**src/logic/spf_consts.svh**
```systemverilog
`ifndef SPF_CONSTS_SVH
`define SPF_CONSTS_SVH
// ****************************************
// Register indices (byte address = 4 x index)
// ****************************************
`define SPF_IDX_RATE   16'h199C
`define SPF_IDX_DLY    16'h199D
`define SPF_IDX_NODE   16'h199E
`define SPF_IDX_CODE   16'h199F
`define SPF_IDX_CTRL   16'h19A0
`define SPF_IDX_STAT   16'h19A1
// ****************************************
// Field positions and reset values
// ****************************************
`define SPF_LO_LSB     0
`define SPF_HI_LSB     8
`define SPF_SET_LSB    0
`define SPF_MODE_LSB   12
`define SPF_SEN_LSB    8
`define SPF_END_LSB    12
`define SPF_RST_WORD   16'h0000
`define SPF_RATE_MAX   8'h04
`define SPF_FMT_MAX    8'h0B
`define SPF_NODE_MAX   7'h1F
`define SPF_CR         8'h0D
`define SPF_LF         8'h0A
// ****************************************
// Timing
// ****************************************
`define SPF_CLK_HZ     50000000
`define SPF_STEP_MS    10
`define SPF_STEP_CYC   (`SPF_CLK_HZ / 1000 * `SPF_STEP_MS)
`define SPF_BPS0       1200
`define SPF_BPS1       2400
`define SPF_BPS2       4800
`define SPF_BPS3       9600
`define SPF_BPS4       19200
`define SPF_BPS_STD    9600
`endif

```
**src/logic/spf_pkg.sv**
```systemverilog
package spf_pkg;
   // Receive delimiting state
   typedef enum logic [1:0] {
      RX_IDLE,
      RX_HUNT,
      RX_BODY
   } spf_rx_st_t;

   // End-of-message selection
   typedef enum logic [3:0] {
      END_COUNT,
      END_CHAR,
      END_CRLF
   } spf_end_t;

   // Two BCD digits to binary
   function automatic logic [6:0] bcd2(input logic [7:0] v);
      bcd2 = 7'(v[7:4]) * 7'h0A + 7'(v[3:0]);
   endfunction

   // Four BCD digits to binary
   function automatic logic [13:0] bcd4(input logic [15:0] v);
      bcd4 = 14'(bcd2(v[15:8])) * 14'h0064 + 14'(bcd2(v[7:0]));
   endfunction
endpackage

```
**src/logic/spf_link_if.sv**
```systemverilog
`timescale 1ns/100ps
interface spf_link_if;
   logic [19:0] bit_div;   // Cycles per bit
   logic        bit_tick;  // Bit-rate pulse
   logic [15:0] dly_bcd;   // Delay in BCD steps
   logic        tx_req;    // Send request
   logic        tx_go;     // Delay elapsed pulse
   logic        tx_busy;   // Delay running
   modport ctl  (output bit_div, dly_bcd, tx_req,
                 input  bit_tick, tx_go, tx_busy);
   modport baud (input bit_div, output bit_tick);
   modport dly  (input dly_bcd, tx_req, output tx_go, tx_busy);
endinterface

```
**src/logic/spf_baud_gen.sv**
```systemverilog
`timescale 1ns/100ps
module spf_baud_gen (
   input  wire logic i_mclk,
   input  wire logic i_rst,
   spf_link_if.baud  lnk
);
   logic [19:0] cnt_ff;    // Cycle counter
   logic        tick_ff;   // Registered bit pulse

   // ****************************************
   // Bit-rate divider
   // ****************************************
   // Restarts at once if the divisor shrinks below the count
   always_ff @(posedge i_mclk) begin
      if (i_rst) begin
         cnt_ff  <= 20'h00000;
         tick_ff <= 1'b0;
      end else if (cnt_ff >= lnk.bit_div - 20'h00001) begin
         cnt_ff  <= 20'h00000;
         tick_ff <= 1'b1;
      end else begin
         cnt_ff  <= cnt_ff + 20'h00001;
         tick_ff <= 1'b0;
      end
   end

   assign lnk.bit_tick = tick_ff;
endmodule

```
**src/logic/spf_top.sv**
```systemverilog
`timescale 1ns/100ps
`include "spf_consts.svh"
// Behaviour
// RL1: Rate codes 0-4 pick 1.2K to 19.2K
// RL2: One start bit; codes 0-5 seven, 6-11 eight
// RL3: Codes 0-2, 6-8 one stop, others two
// RL4: Reset format is 7 data, even, 1 stop; outputs give 7E2 at reset, as settings field resets to 0
// RL5: Parity cycles even, odd, none per triple
// RL6: Send waits BCD count of 10 ms steps
// RL7: Command link node number in BCD 0-31
// RL8: Optional start character opens reception
// RL9: End by count, end character, or CR LF
// RL10: Count code 00 means 256 bytes
// RL11: End character compared from code word
// RL12: Settings field 0 forces 7E2 9600
// RL13: Mode 0 command link, 1 plain serial
// RL14: Setup words act without restart
module spf_top #(
   parameter int P_CLK_HZ   = `SPF_CLK_HZ,
   parameter int P_STEP_CYC = `SPF_STEP_CYC
) (
   input  wire logic        i_mclk,
   input  wire logic        i_rst,
   input  wire logic        i_wb_cyc,
   input  wire logic        i_wb_stb,
   input  wire logic        i_wb_we,
   input  wire logic [15:0] i_wb_adr,
   input  wire logic [31:0] i_wb_dat,
   input  wire logic [3:0]  i_wb_sel,
   output logic      [31:0] o_wb_dat,
   output logic             o_wb_ack,
   input  wire logic        i_rx_valid,
   input  wire logic [7:0]  i_rx_byte,
   input  wire logic        i_tx_req,
   output logic             o_tx_go,
   output logic             o_tx_busy,
   output logic             o_bit_tick,
   output logic             o_data8,
   output logic             o_stop2,
   output logic             o_par_en,
   output logic             o_par_odd,
   output logic             o_cmd_link,
   output logic      [4:0]  o_node_num,
   output logic             o_rx_take,
   output logic      [7:0]  o_rx_data,
   output logic             o_msg_end
);
   // ****************************************
   // Declarations
   // ****************************************
   logic [15:0] rate_ff;     // Rate and frame format word
   logic [15:0] dly_ff;      // Send delay word
   logic [15:0] node_ff;     // Node and delimiter word
   logic [15:0] code_ff;     // Start and end code word
   logic [15:0] ctrl_ff;     // Settings select and mode
   logic        ack_ff;      // Bus answer
   logic [31:0] rdat_ff;     // Read data
   spf_pkg::spf_rx_st_t st_ff;  // Receive state
   spf_pkg::spf_rx_st_t nxt_st; // Next receive state
   logic [8:0]  cnt_ff;      // Bytes in current message
   logic        cr_ff;       // Last byte was CR
   logic        take_ff;     // Byte passed pulse
   logic [7:0]  data_ff;     // Passed byte
   logic        end_ff;      // Message end pulse
   logic        wb_req;      // Request pending
   logic        prog;        // Programmed settings in use
   logic        plain;       // Plain serial mode
   logic [7:0]  fmt;         // Effective format code
   logic        start_en;    // Start character required
   logic [3:0]  end_sel;     // End mode
   logic [8:0]  cnt_tgt;     // Byte count target
   logic        end_hit;     // Current byte ends message
   logic [6:0]  node_bin;    // Node number binary
   spf_link_if lnk ();
   // ****************************************
   // Helpers
   // ****************************************
   // Word index to byte address
   function automatic logic [15:0] adr(input logic [15:0] idx);
      adr = {idx[13:0], 2'b00};
   endfunction
   // Byte-lane merge of a 16-bit register
   function automatic logic [15:0] wr16(input logic [15:0] old,
                                        input logic [31:0] d,
                                        input logic [3:0]  s);
      wr16[7:0]  = s[0] ? d[7:0]  : old[7:0];
      wr16[15:8] = s[1] ? d[15:8] : old[15:8];
   endfunction
   // Rate code to cycles per bit; unknown codes fall to 1.2K
   function automatic logic [19:0] rate_div(input logic [7:0] c);
      case (c)
         8'h01:   rate_div = 20'(P_CLK_HZ / `SPF_BPS1);
         8'h02:   rate_div = 20'(P_CLK_HZ / `SPF_BPS2);
         8'h03:   rate_div = 20'(P_CLK_HZ / `SPF_BPS3);
         8'h04:   rate_div = 20'(P_CLK_HZ / `SPF_BPS4);
         default: rate_div = 20'(P_CLK_HZ / `SPF_BPS0);
      endcase
   endfunction
   // ****************************************
   // Wishbone slave
   // ****************************************
   assign wb_req = i_wb_cyc && i_wb_stb;
   // Answer one cycle after the request, drop after one cycle
   always_ff @(posedge i_mclk) begin
      if (i_rst) begin
         ack_ff <= 1'b0;
      end else begin
         ack_ff <= wb_req && !ack_ff;
      end
   end
   // Write at the acknowledging edge; unmapped writes ignored
   always_ff @(posedge i_mclk) begin
      if (i_rst) begin
         rate_ff <= `SPF_RST_WORD; // RL4
         dly_ff  <= `SPF_RST_WORD;
         node_ff <= `SPF_RST_WORD;
         code_ff <= `SPF_RST_WORD;
         ctrl_ff <= `SPF_RST_WORD;
      end else if (wb_req && ack_ff && i_wb_we) begin
         if (i_wb_adr == adr(`SPF_IDX_RATE)) begin
            rate_ff <= wr16(rate_ff, i_wb_dat, i_wb_sel);
         end else if (i_wb_adr == adr(`SPF_IDX_DLY)) begin
            dly_ff <= wr16(dly_ff, i_wb_dat, i_wb_sel);
         end else if (i_wb_adr == adr(`SPF_IDX_NODE)) begin
            node_ff <= wr16(node_ff, i_wb_dat, i_wb_sel);
         end else if (i_wb_adr == adr(`SPF_IDX_CODE)) begin
            code_ff <= wr16(code_ff, i_wb_dat, i_wb_sel);
         end else if (i_wb_adr == adr(`SPF_IDX_CTRL)) begin
            ctrl_ff <= wr16(ctrl_ff, i_wb_dat, i_wb_sel);
         end
      end
   end
   // Read data captured on the first request cycle
   always_ff @(posedge i_mclk) begin
      if (i_rst) begin
         rdat_ff <= 32'h00000000;
      end else if (wb_req && !ack_ff) begin
         if (i_wb_adr == adr(`SPF_IDX_RATE)) begin
            rdat_ff <= {16'h0000, rate_ff};
         end else if (i_wb_adr == adr(`SPF_IDX_DLY)) begin
            rdat_ff <= {16'h0000, dly_ff};
         end else if (i_wb_adr == adr(`SPF_IDX_NODE)) begin
            rdat_ff <= {16'h0000, node_ff};
         end else if (i_wb_adr == adr(`SPF_IDX_CODE)) begin
            rdat_ff <= {16'h0000, code_ff};
         end else if (i_wb_adr == adr(`SPF_IDX_CTRL)) begin
            rdat_ff <= {16'h0000, ctrl_ff};
         end else if (i_wb_adr == adr(`SPF_IDX_STAT)) begin
            // Live status
            rdat_ff <= {16'h0000, 3'h0, lnk.tx_busy,
                        st_ff == spf_pkg::RX_BODY,
                        st_ff == spf_pkg::RX_HUNT, 1'b0, cnt_ff};
         end else begin
            // Unmapped reads as zero
            rdat_ff <= 32'h00000000;
         end
      end
   end
   assign o_wb_ack = ack_ff;
   assign o_wb_dat = rdat_ff;

   // ****************************************
   // Effective line settings
   // ****************************************
   // Decoded every cycle from the live words
   always_comb begin
      prog  = ctrl_ff[`SPF_SET_LSB +: 4] == 4'h1; // RL12 RL14
      plain = ctrl_ff[`SPF_MODE_LSB +: 4] == 4'h1; // RL13
      fmt   = rate_ff[`SPF_HI_LSB +: 8];
      if (fmt > `SPF_FMT_MAX) begin
         fmt = 8'h00;
      end
      if (!prog) begin
         // Standard frame: 7 data, even, 2 stop
         o_data8   = 1'b0; // RL12
         o_stop2   = 1'b1;
         o_par_en  = 1'b1;
         o_par_odd = 1'b0;
         lnk.bit_div = 20'(P_CLK_HZ / `SPF_BPS_STD);
      end else begin
         o_data8   = fmt >= 8'h06; // RL2
         o_stop2   = (fmt >= 8'h03 && fmt <= 8'h05)
                     || fmt >= 8'h09; // RL3
         o_par_en  = (fmt % 8'h03) != 8'h02; // RL5
         o_par_odd = (fmt % 8'h03) == 8'h01; // RL5
         lnk.bit_div = rate_div(rate_ff[`SPF_LO_LSB +: 8]); // RL1
      end
   end
   assign o_bit_tick = lnk.bit_tick;
   assign o_cmd_link = !plain;
   // Node number, out of range reads as zero
   assign node_bin   = spf_pkg::bcd2(node_ff[`SPF_LO_LSB +: 8]);
   assign o_node_num = (node_bin > `SPF_NODE_MAX) ? 5'h00
                       : node_bin[4:0]; // RL7

   // ****************************************
   // Send delay
   // ****************************************
   assign lnk.dly_bcd = dly_ff; // RL6
   assign lnk.tx_req  = i_tx_req;
   assign o_tx_go     = lnk.tx_go;
   assign o_tx_busy   = lnk.tx_busy;
   spf_baud_gen u_baud (
      .i_mclk (i_mclk),
      .i_rst  (i_rst),
      .lnk    (lnk.baud)
   );
   spf_tx_delay #(
      .P_STEP_CYC (P_STEP_CYC)
   ) u_dly (
      .i_mclk (i_mclk),
      .i_rst  (i_rst),
      .lnk    (lnk.dly)
   );

   // ****************************************
   // Receive delimiting
   // ****************************************
   assign start_en = node_ff[`SPF_SEN_LSB +: 4] == 4'h1; // RL8
   assign end_sel  = node_ff[`SPF_END_LSB +: 4];
   // Count code 00 stands for 256
   assign cnt_tgt  = (code_ff[15:8] == 8'h00) ? 9'h100
                     : {1'b0, code_ff[15:8]}; // RL10
   // End detection for the byte now arriving
   always_comb begin
      case (end_sel)
         4'(spf_pkg::END_CHAR):
            end_hit = i_rx_byte == code_ff[15:8]; // RL11
         4'(spf_pkg::END_CRLF):
            end_hit = cr_ff && i_rx_byte == `SPF_LF; // RL9
         default:
            end_hit = cnt_ff + 9'h001 == cnt_tgt; // RL9
      endcase
   end
   // Next state of reception
   always_comb begin
      nxt_st = st_ff;
      case (st_ff)
         spf_pkg::RX_IDLE: begin
            if (plain) begin
               nxt_st = start_en ? spf_pkg::RX_HUNT : spf_pkg::RX_BODY;
            end
         end
         spf_pkg::RX_HUNT: begin
            if (!plain) begin
               nxt_st = spf_pkg::RX_IDLE; // RL13
            end else if (!start_en
                         || (i_rx_valid && i_rx_byte == code_ff[7:0])) begin
               nxt_st = spf_pkg::RX_BODY; // RL8
            end
         end
         default: begin
            if (!plain) begin
               nxt_st = spf_pkg::RX_IDLE; // RL13
            end else if (i_rx_valid && end_hit) begin
               nxt_st = start_en ? spf_pkg::RX_HUNT : spf_pkg::RX_BODY;
            end
         end
      endcase
   end

   // State register
   always_ff @(posedge i_mclk) begin
      if (i_rst) begin
         st_ff <= spf_pkg::RX_IDLE;
      end else begin
         st_ff <= nxt_st;
      end
   end

   // Byte count and CR memory inside a message
   always_ff @(posedge i_mclk) begin
      if (i_rst || st_ff != spf_pkg::RX_BODY || !plain) begin
         cnt_ff <= 9'h000;
         cr_ff  <= 1'b0;
      end else if (i_rx_valid) begin
         cnt_ff <= end_hit ? 9'h000 : cnt_ff + 9'h001;
         cr_ff  <= !end_hit && i_rx_byte == `SPF_CR;
      end
   end

   // Byte pass-through and end pulse
   always_ff @(posedge i_mclk) begin
      if (i_rst) begin
         take_ff <= 1'b0;
         data_ff <= 8'h00;
         end_ff  <= 1'b0;
      end else begin
         take_ff <= i_rx_valid && st_ff != spf_pkg::RX_HUNT;
         end_ff  <= i_rx_valid && plain
                    && st_ff == spf_pkg::RX_BODY && end_hit; // RL9
         if (i_rx_valid) begin
            data_ff <= i_rx_byte;
         end
      end
   end

   assign o_rx_take = take_ff;
   assign o_rx_data = data_ff;
   assign o_msg_end = end_ff;
endmodule

```
**src/logic/spf_tx_delay.sv**
```systemverilog
`timescale 1ns/100ps
`include "spf_consts.svh"
module spf_tx_delay #(
   parameter int P_STEP_CYC = `SPF_STEP_CYC
) (
   input  wire logic i_mclk,
   input  wire logic i_rst,
   spf_link_if.dly   lnk
);
   logic [19:0] cyc_ff;    // Cycles within one step
   logic [13:0] left_ff;   // Steps still to wait
   logic        busy_ff;   // Delay running
   logic        go_ff;     // Send permitted pulse

   // ****************************************
   // Delay countdown
   // ****************************************
   // Requests while busy are ignored; each step is a full period
   always_ff @(posedge i_mclk) begin
      if (i_rst) begin
         cyc_ff  <= 20'h00000;
         left_ff <= 14'h0000;
         busy_ff <= 1'b0;
         go_ff   <= 1'b0;
      end else begin
         go_ff <= 1'b0;
         if (!busy_ff && lnk.tx_req) begin
            // Zero delay sends on the next cycle
            left_ff <= spf_pkg::bcd4(lnk.dly_bcd);
            cyc_ff  <= 20'h00000;
            if (spf_pkg::bcd4(lnk.dly_bcd) == 14'h0000) begin
               go_ff <= 1'b1; // RL6
            end else begin
               busy_ff <= 1'b1;
            end
         end else if (busy_ff) begin
            if (cyc_ff == 20'(P_STEP_CYC - 1)) begin
               cyc_ff  <= 20'h00000;
               left_ff <= left_ff - 14'h0001;
               if (left_ff == 14'h0001) begin
                  busy_ff <= 1'b0;
                  go_ff   <= 1'b1; // RL6
               end
            end else begin
               cyc_ff <= cyc_ff + 20'h00001;
            end
         end
      end
   end

   assign lnk.tx_go   = go_ff;
   assign lnk.tx_busy = busy_ff;
endmodule

```
**config.mk**
```make
export PLATFORM = sky130hd
export DESIGN_NAME = spf_top
export DESIGN_NICKNAME = d
export VERILOG_FILES = /design/src/logic/spf_pkg.sv /design/src/logic/spf_link_if.sv /design/src/logic/spf_baud_gen.sv /design/src/logic/spf_top.sv /design/src/logic/spf_tx_delay.sv
export VERILOG_INCLUDE_DIRS = /design/src /design/src/logic
export SDC_FILE = /design/constraint.sdc
export NUM_CORES = 1
export LEC_CHECK = 0
export ABC_AREA = 1
export BUFFER_PORTS_ARGS = -buffer_cell sky130_fd_sc_hd__buf_2
export CAP_MARGIN = 0
export CORE_ASPECT_RATIO = 0.5
export CORE_MARGIN = 2
export CORE_UTILIZATION = 52
export DETAILED_ROUTE_END_ITERATION = 10
export MAX_ROUTING_LAYER = met4
export PLACE_DENSITY = 0.71
export SETUP_SLACK_MARGIN = 0.05
export SLEW_MARGIN = 40
export SYNTH_ARGS = -nofsm -noshare
export SYNTH_HDL_FRONTEND = slang
export SYNTH_HIERARCHICAL = 1
export SYNTH_SLANG_ARGS = --single-unit
```
**constraint.sdc**
```tcl
create_clock -name i_mclk -period 4.2 [get_ports i_mclk]
set_input_delay 0.84 -clock i_mclk [delete_from_list [all_inputs] [get_ports i_mclk]]
set_output_delay 0.84 -clock i_mclk [all_outputs]
set_load 0.02 [all_outputs]
```
==> results of run 1 <==
==> per-stage QoR <==
| step | hold WS, ns | worst slack (ns) | cells | instance area (um2) | total power (W) |
|---|---|---|---|---|---|
| CTS | 0.466 | 0.0904 | 2223 | 13800 | 0.00358 |
| global route | 0.484 | 0.0317 | 2224 | 13900 | 0.00369 |
| global placement | 0.452 | 0.0800 | 2191 | 13200 | 0.00204 |
| floorplan | 0.440 | 0.365 | 1834 | 12700 | 0.00196 |
| detailed placement | 0.454 | 0.0481 | 2191 | 13200 | 0.00204 |
| finish | 0.464 | 0.288 | 2224 | 13900 | 0.00356 |
==> cells by family after synthesis <==
kind of cell / count (synthesis)
buffers and inverters: 295
and+or+nand+nor: 956
DFF: 176
xor gates and xnor gates: 61
other: 1
adders and majority gates: 84
AOI/OAI and AO/OA: 239
==> power groups by stage <==
stage / Combinational [W] / Clock, W / Sequential (W)
4_1_cts: 0.000295 / 0.00158 / 0.00171
6_report: 0.000298 / 0.00155 / 0.00171
3_3_place_gp: 0.000292 / 0 / 0.00175
3_5_place_dp: 0.000293 / 0 / 0.00175
5_1_grt: 0.000330 / 0.00165 / 0.00171
2_1_floorplan: 0.000202 / 0 / 0.00176
==> placed cells by master (no fill, tap or decap), drive strengths merged, types with 3 or more instances in the layout <==
| cell type | n |
|---|---|
| a211oi | 68 |
| a21oi | 86 |
| a31oi | 5 |
| buf | 105 |
| clkbuf | 19 |
| clkinv | 5 |
| conb | 23 |
| dfxtp | 176 |
| fa | 8 |
| ha | 76 |
| inv | 239 |
| nand2 | 387 |
| nand3 | 150 |
| nand3b | 5 |
| nand4 | 44 |
| nor2 | 306 |
| nor3 | 40 |
| nor3b | 3 |
| nor4 | 11 |
| o211ai | 6 |
| o21ai | 56 |
| o22ai | 4 |
| or2 | 4 |
| xnor2 | 29 |
| xor2 | 32 |
==> worst max-delay path, cell delays in order, from the launching register on <==
cell and delay [ns]:
dfxtp_1 0.32, ha_1 0.28, ha_1 0.14, inv_1 0.05
fa_1 0.55, xor2_1 0.21, inv_1 0.10, ha_1 0.34
ha_4 0.26, ha_4 0.25, ha_4 0.30, nand2_1 0.08
clkinv_1 0.05, nand3_1 0.10, nand2_1 0.12, nand2_2 0.05
nand2_2 0.08, nand3_2 0.07, nand2_1 0.06, nand2_1 0.07
nor2_2 0.12, nand2_2 0.09, nand2_1 0.07, nor2_1 0.03
==> layout make-up <==
cell class	count	area share (%)
Timing Repair Buffer	105	4.12
Clock inverter	13	0.863
Clock buffer	19	3.11
Sequential cell	176	25.3
Inverter	233	6.30
Tap cell	315	2.83
Multi-Input combinational cell	1363	57.5
==> timing repair <==
item	CTS	global route
setup buffers	0	1
cloned	0	0
setup endpoints to repair	2	5
resized for setup	1	22
pin swaps	0	4
==> flip-flops by register name, summed over array words and instances (netlist names), 2 cells and up <==
| signal | cells |
|---|---|
| cnt_ff | 9 |
| code_ff | 16 |
| ctrl_ff | 16 |
| dly_ff | 16 |
| node_ff | 16 |
| o_rx_data | 8 |
| o_wb_dat | 16 |
| rate_ff | 16 |
| st_ff | 2 |
| u_baud/cnt_ff | 20 |
| u_dly/cyc_ff | 20 |
| u_dly/left_ff | 14 |
==> final timing paths <==
path	endpoint	slack, ns
worst min-delay path	o_wb_dat[5]	0.46
worst max register to register	u_dly/lnk.tx_busy	0.29
worst min register to register	o_wb_dat[5]	0.46
worst max-delay path	u_dly/lnk.tx_busy	0.29
==> routing by layer <==
metal	GRT usage, %	vias up	share of wire (%)
met5	-	-	0
met4	7.60	0	1.5
met3	4.17	35	6.0
met2	41.3	314	44
met1	34.9	5231	48
li1	-	6092	-
==> metrics.txt, run 1 <==
Pint=0.00256 W; fin crit share=93.2%; Netlist cell types=63; largest net degree at the start of global routing=81; peak fanout along the critical path=6; Hold Crit Start=o_wb_dat[5]; chip height=114 um; Async SR Flop Fraction=0%; Remaining DRCs=0; RSZ-0062 raised after global routing=false; Initial Util=52.7%; Seq/Total Area, Yosys=28.0%; CTS tree=done; combinational power share=8.4%; vias per inst=5.25; Worst-Skew Late Latency=0.45 ns; Tot GR Track Use=26.2%; hpwl dp=23800 um; Post-Synth Simple-Gate Area=36.9%; status=finished clean; worst r2r src=dly_ff[13]; crit path DAT=4.26 ns; Final setup viols=0; I/O pin total=123; post-synthesis mux area share=0%; switch share=27.9%; CTS max path bufs=2; MaxCap Viol Count=0; # hold bufs at CTS=0; Sink Count=176; Worst Hold Depth=2; Synth Instances=1812; Max Slew Vio Count=0; Worst-path clk slew=0.08 ns; leakage=6.20 nW; initial antenna violation count=0; first-pass GRT wire length=52400 um; area of the core=23900 um2; crit path kind=reg -> reg; # rows=40; Critical Path Start=dly_ff[13]; crit start category=flip-flop; Fin. Hold Viols=0; fillers=2308; Switch Pwr=0.000994 W; Synth Area in Adders=8.83%; FF/Latch Area=3520 um2; Tmin final=3.91 ns; die area=25500 um2; CTS root buf=clkbuf_16; Synth Flop Type=dfxtp_1; top cells by area, synth=dfxtp_1 28%, nand2_1 10%, nor2_1 7.8%, ha_1 7.6%, inv_1 6.4%; Synth Cell Area=12600 um2; diodes inserted=0; post-route ant nets=0; R2R depth=23; PortBufs=88; largest family of logic cells by synthesized area=simple AND/OR/NAND/NOR gates; Setup TNS Final=0 ns; htree depth=4; routed wire length=31500 um; area leader, netlist=dfxtp_1; DIE WIDTH=224 um; Peak Freq=0.256 GHz; top post-synthesis cells by count=352 x nand2_1, 263 x nor2_1, 214 x inv_1; HP Class=reg -> reg; Num CTS Buffers=17; Avg WL per Cell=14.2 um; Multi-input gate area=8000 um2; pwr dens=255 nW/um2; total grt overflow=0; Post-synth EDFFs=0; Synth top area share=28.0%; Worst slew margin=45.2%; fraction of the mapped netlist area in compound gates=11.8%; share of cells above drive strength 1=15.8%; Crit path required time=4.54 ns; RePlAce Congestion=0.983; DR vias=11700; Post-Synth XOR/XNOR Area=4.24%; Worst VDD drop=271 uV; sequential group share of total power=48.1%; mean post-synth cell area=6.95 um2; Ys Warns=6; vias in the first global route=10600; clock skew=0.0111 ns; nets@finish=2047; synthesis-stage register bit count=176; Crit. End Element=flip-flop; most frequent cell after synthesis=nand2_1; first drt pass iteration count=5; worst slew pin tran=0.819 ns; final core utilization=58.3%; area grow syn2layout=10.6%; Clock power frac=43.5%; initial DRC count=907
Note: power is estimated with default switching activity, not from simulation.
==> run 2, diff against run 1 <==
--- a/config.mk
+++ b/config.mk
@@ -11,10 +11,10 @@
 export CAP_MARGIN = 0
 export CORE_ASPECT_RATIO = 0.5
 export CORE_MARGIN = 2
-export CORE_UTILIZATION = 52
+export CORE_UTILIZATION = 60
 export DETAILED_ROUTE_END_ITERATION = 10
 export MAX_ROUTING_LAYER = met4
-export PLACE_DENSITY = 0.71
+export PLACE_DENSITY = 0.81
 export SETUP_SLACK_MARGIN = 0.05
 export SLEW_MARGIN = 40
 export SYNTH_ARGS = -nofsm -noshare
==> run 2 against run 1 <==
  * Clock skew shrank 0.0015 ns
  * Flip-flop and latch count is the same
  * Sequential power is essentially flat
  * Die area shrank 13%
  * First-iteration DRC count grew 0.66%
  * Combinational power is essentially flat
  * Via count grew 2.8%
  * Wire length grew 0.98%
  * Fmax shrank 0.92%
  * Critical path depth shrank 2
  * Design area shrank 0.46%
  * Largest cell class unchanged
  * Largest power group unchanged
==> metrics.txt, run 2 (same netlist as run 1, synthesis figures left out) <==
area of the core=20600 um2 (-14%); DIE WIDTH=209 um (-6.8%); commonest non-fill, non-tap cell in the layout=nand2_1; Fin. Hold Viols=0 (unchanged); crit path DAT=4.28 ns (+0.02 ns); total grt overflow=0 (unchanged); routed wire length=31800 um (+0.98%); HP Class=reg -> reg; # rows=37 (-7.5%); setup slack, reg-to-reg=0.25 ns (-0.04 ns); most frequent cells in the layout=351 x nand2_1, 262 x nor2_1, 214 x inv_1; first drt pass iteration count=6 (+1); CTS tree=done; Final setup viols=0 (unchanged); Tmin final=3.95 ns (+0.0365 ns); Num CTS Buffers=17 (unchanged); area grow syn2layout=10.1%; Critical Path Start=dly_ff[13]; RePlAce Congestion=1.03 (+4.9%); Top Registers=u_baud/cnt_ff x20, u_dly/cyc_ff x20; Worst-Skew Late Latency=0.44 ns (about the same); hpwl dp=23800 um (+0.30%); fin crit share=94.0% (+0.87 points); final core utilization=67.4% (+9.1 points); Final Worst Setup Slack=0.251 ns (-0.0365 ns); R2R depth=21 (-8.7%); initial DRC count=913 (+0.66%); PortBufs=88 (unchanged); setup slack after placement=0.0820 ns (+0.0339 ns); leakage=6.22 nW (+0.36%); Sink Count=176 (unchanged); Setup TNS Final=0 ns (unchanged); largest net degree at the start of global routing=81 (unchanged); pwr dens=259 nW/um2 (+1.2%); clock skew=0.00961 ns (-0.00147 ns); Worst VDD drop=265 uV (-2.4%); I/O pin total=123 (unchanged); share of cells above drive strength 1=15.5% (-0.23 points); Hold Slack=0.461 ns (-0.00339 ns); crit start category=flip-flop; initial antenna violation count=0 (unchanged); # hold bufs at CTS=0 (unchanged); worst r2r src=dly_ff[13]; Worst Setup EP=u_dly/lnk.tx_busy; RR Endpoint=u_dly/lnk.tx_busy; MaxCap Viol Count=0 (unchanged); DR vias=12000 (+2.8%); dpl cells=2149 (-1.9%); vias in the first global route=10900 (+2.9%); htree depth=4 (unchanged); post-route ant nets=0 (unchanged); CTS max path bufs=2 (unchanged); Max Slew Vio Count=0 (unchanged); diodes inserted=0 (unchanged); Crit path required time=4.53 ns (about the same); worst slew pin tran=0.815 ns (-0.00392 ns); Initial Util=61.2% (+8.5 points); vias per inst=5.49 (+4.7%); Crit. End Element=flip-flop; first-pass GRT wire length=52600 um (+0.29%); Worst-path clk slew=0.08 ns (about the same); RSZ-0062 raised after global routing=true; crit path kind=reg -> reg; nets@finish=2049 (+0.098%); Tot GR Track Use=29.9% (+3.7 points); status=finished clean; Peak Freq=0.253 GHz (-0.92%); chip height=106 um (-6.7%); Worst slew margin=45.4% (+0.26 points); Avg WL per Cell=14.6 um (+2.8%); peak fanout along the critical path=6 (unchanged); Post-Layout Cell Count=2184 (-1.8%); CTS root buf=clkbuf_16; Remaining DRCs=0 (unchanged); die area=22200 um2 (-13%)
==> run 2: cell count changes in the layout (fill, tap and decap cells not counted), sizes merged <==
cell	delta
clkbuf	-1
clkinv	-1
clkinvlp	+2
buf	+2
==> run 2: metal layers <==
layer	vias to the layer above	track usage, %	share of wire (%)
li1	6104	-	-
met1	5440	38.3	45
met2	400	47.5	46
met3	52	6.62	7.8
met4	0	8.93	1.9
met5	-	-	0
==> run 2: worst min path at each step <==
stage          slack [ns]             start          endpoint  depth (start not counted)
2_1_floorplan        0.44  u_baud/cnt_ff[0]  u_baud/cnt_ff[0]                          1
3_3_place_gp         0.45       o_wb_dat[7]       o_wb_dat[7]                          2
3_5_place_dp         0.45       o_wb_dat[3]       o_wb_dat[3]                          2
4_1_cts              0.46       o_wb_dat[3]       o_wb_dat[3]                          2
5_1_grt              0.48       o_wb_dat[3]       o_wb_dat[3]                          2
6_report             0.46       o_wb_dat[3]       o_wb_dat[3]                          2
==> run 2: cell type report <==
class                   instances  area, um2
repair buffers                107        587
inverters                     233        877
fillers                      1789       6690
multi-input cells            1363       7960
clock buffers                  18        429
flip-flops and latches        176       3520
well taps                     273        342
clock inverters                14        140
==> run 2: what timing repair did <==
item / in CTS / in global routing
setup buffers: 0 / 3
endpoints found under the setup margin: 0 / 19
gates resized for setup: 0 / 17
==> run 2: critical path, cell delays in order, from the launching register on <==
cell and delay (ns):
dfxtp_1 0.32, ha_1 0.30, ha_1 0.20, inv_1 0.06, fa_1 0.43, xor2_1 0.20
inv_1 0.11, ha_1 0.31, ha_1 0.33, ha_4 0.26, ha_4 0.26, a21oi_2 0.18
buf_4 0.15, nand2_2 0.06, nand2_2 0.06, nand2_2 0.07, nand2_1 0.08, nand2_1 0.09
nor3_2 0.15, nand2_1 0.12, nand2_1 0.08, nor2_1 0.04
==> run 2: through the flow <==
stage,cell area (um2),power (W)
6_report,13900,0.00358
4_1_cts,13700,0.00359
3_3_place_gp,13200,0.00204
5_1_grt,13900,0.00370
3_5_place_dp,13200,0.00204
2_1_floorplan,12700,0.00196
==> run 2: report_power, final <==
part,switching (W),internal [W]
Clock,0.000782,0.000791
Combinational,0.000212,0.0000883
Sequential,0.0000197,0.00169
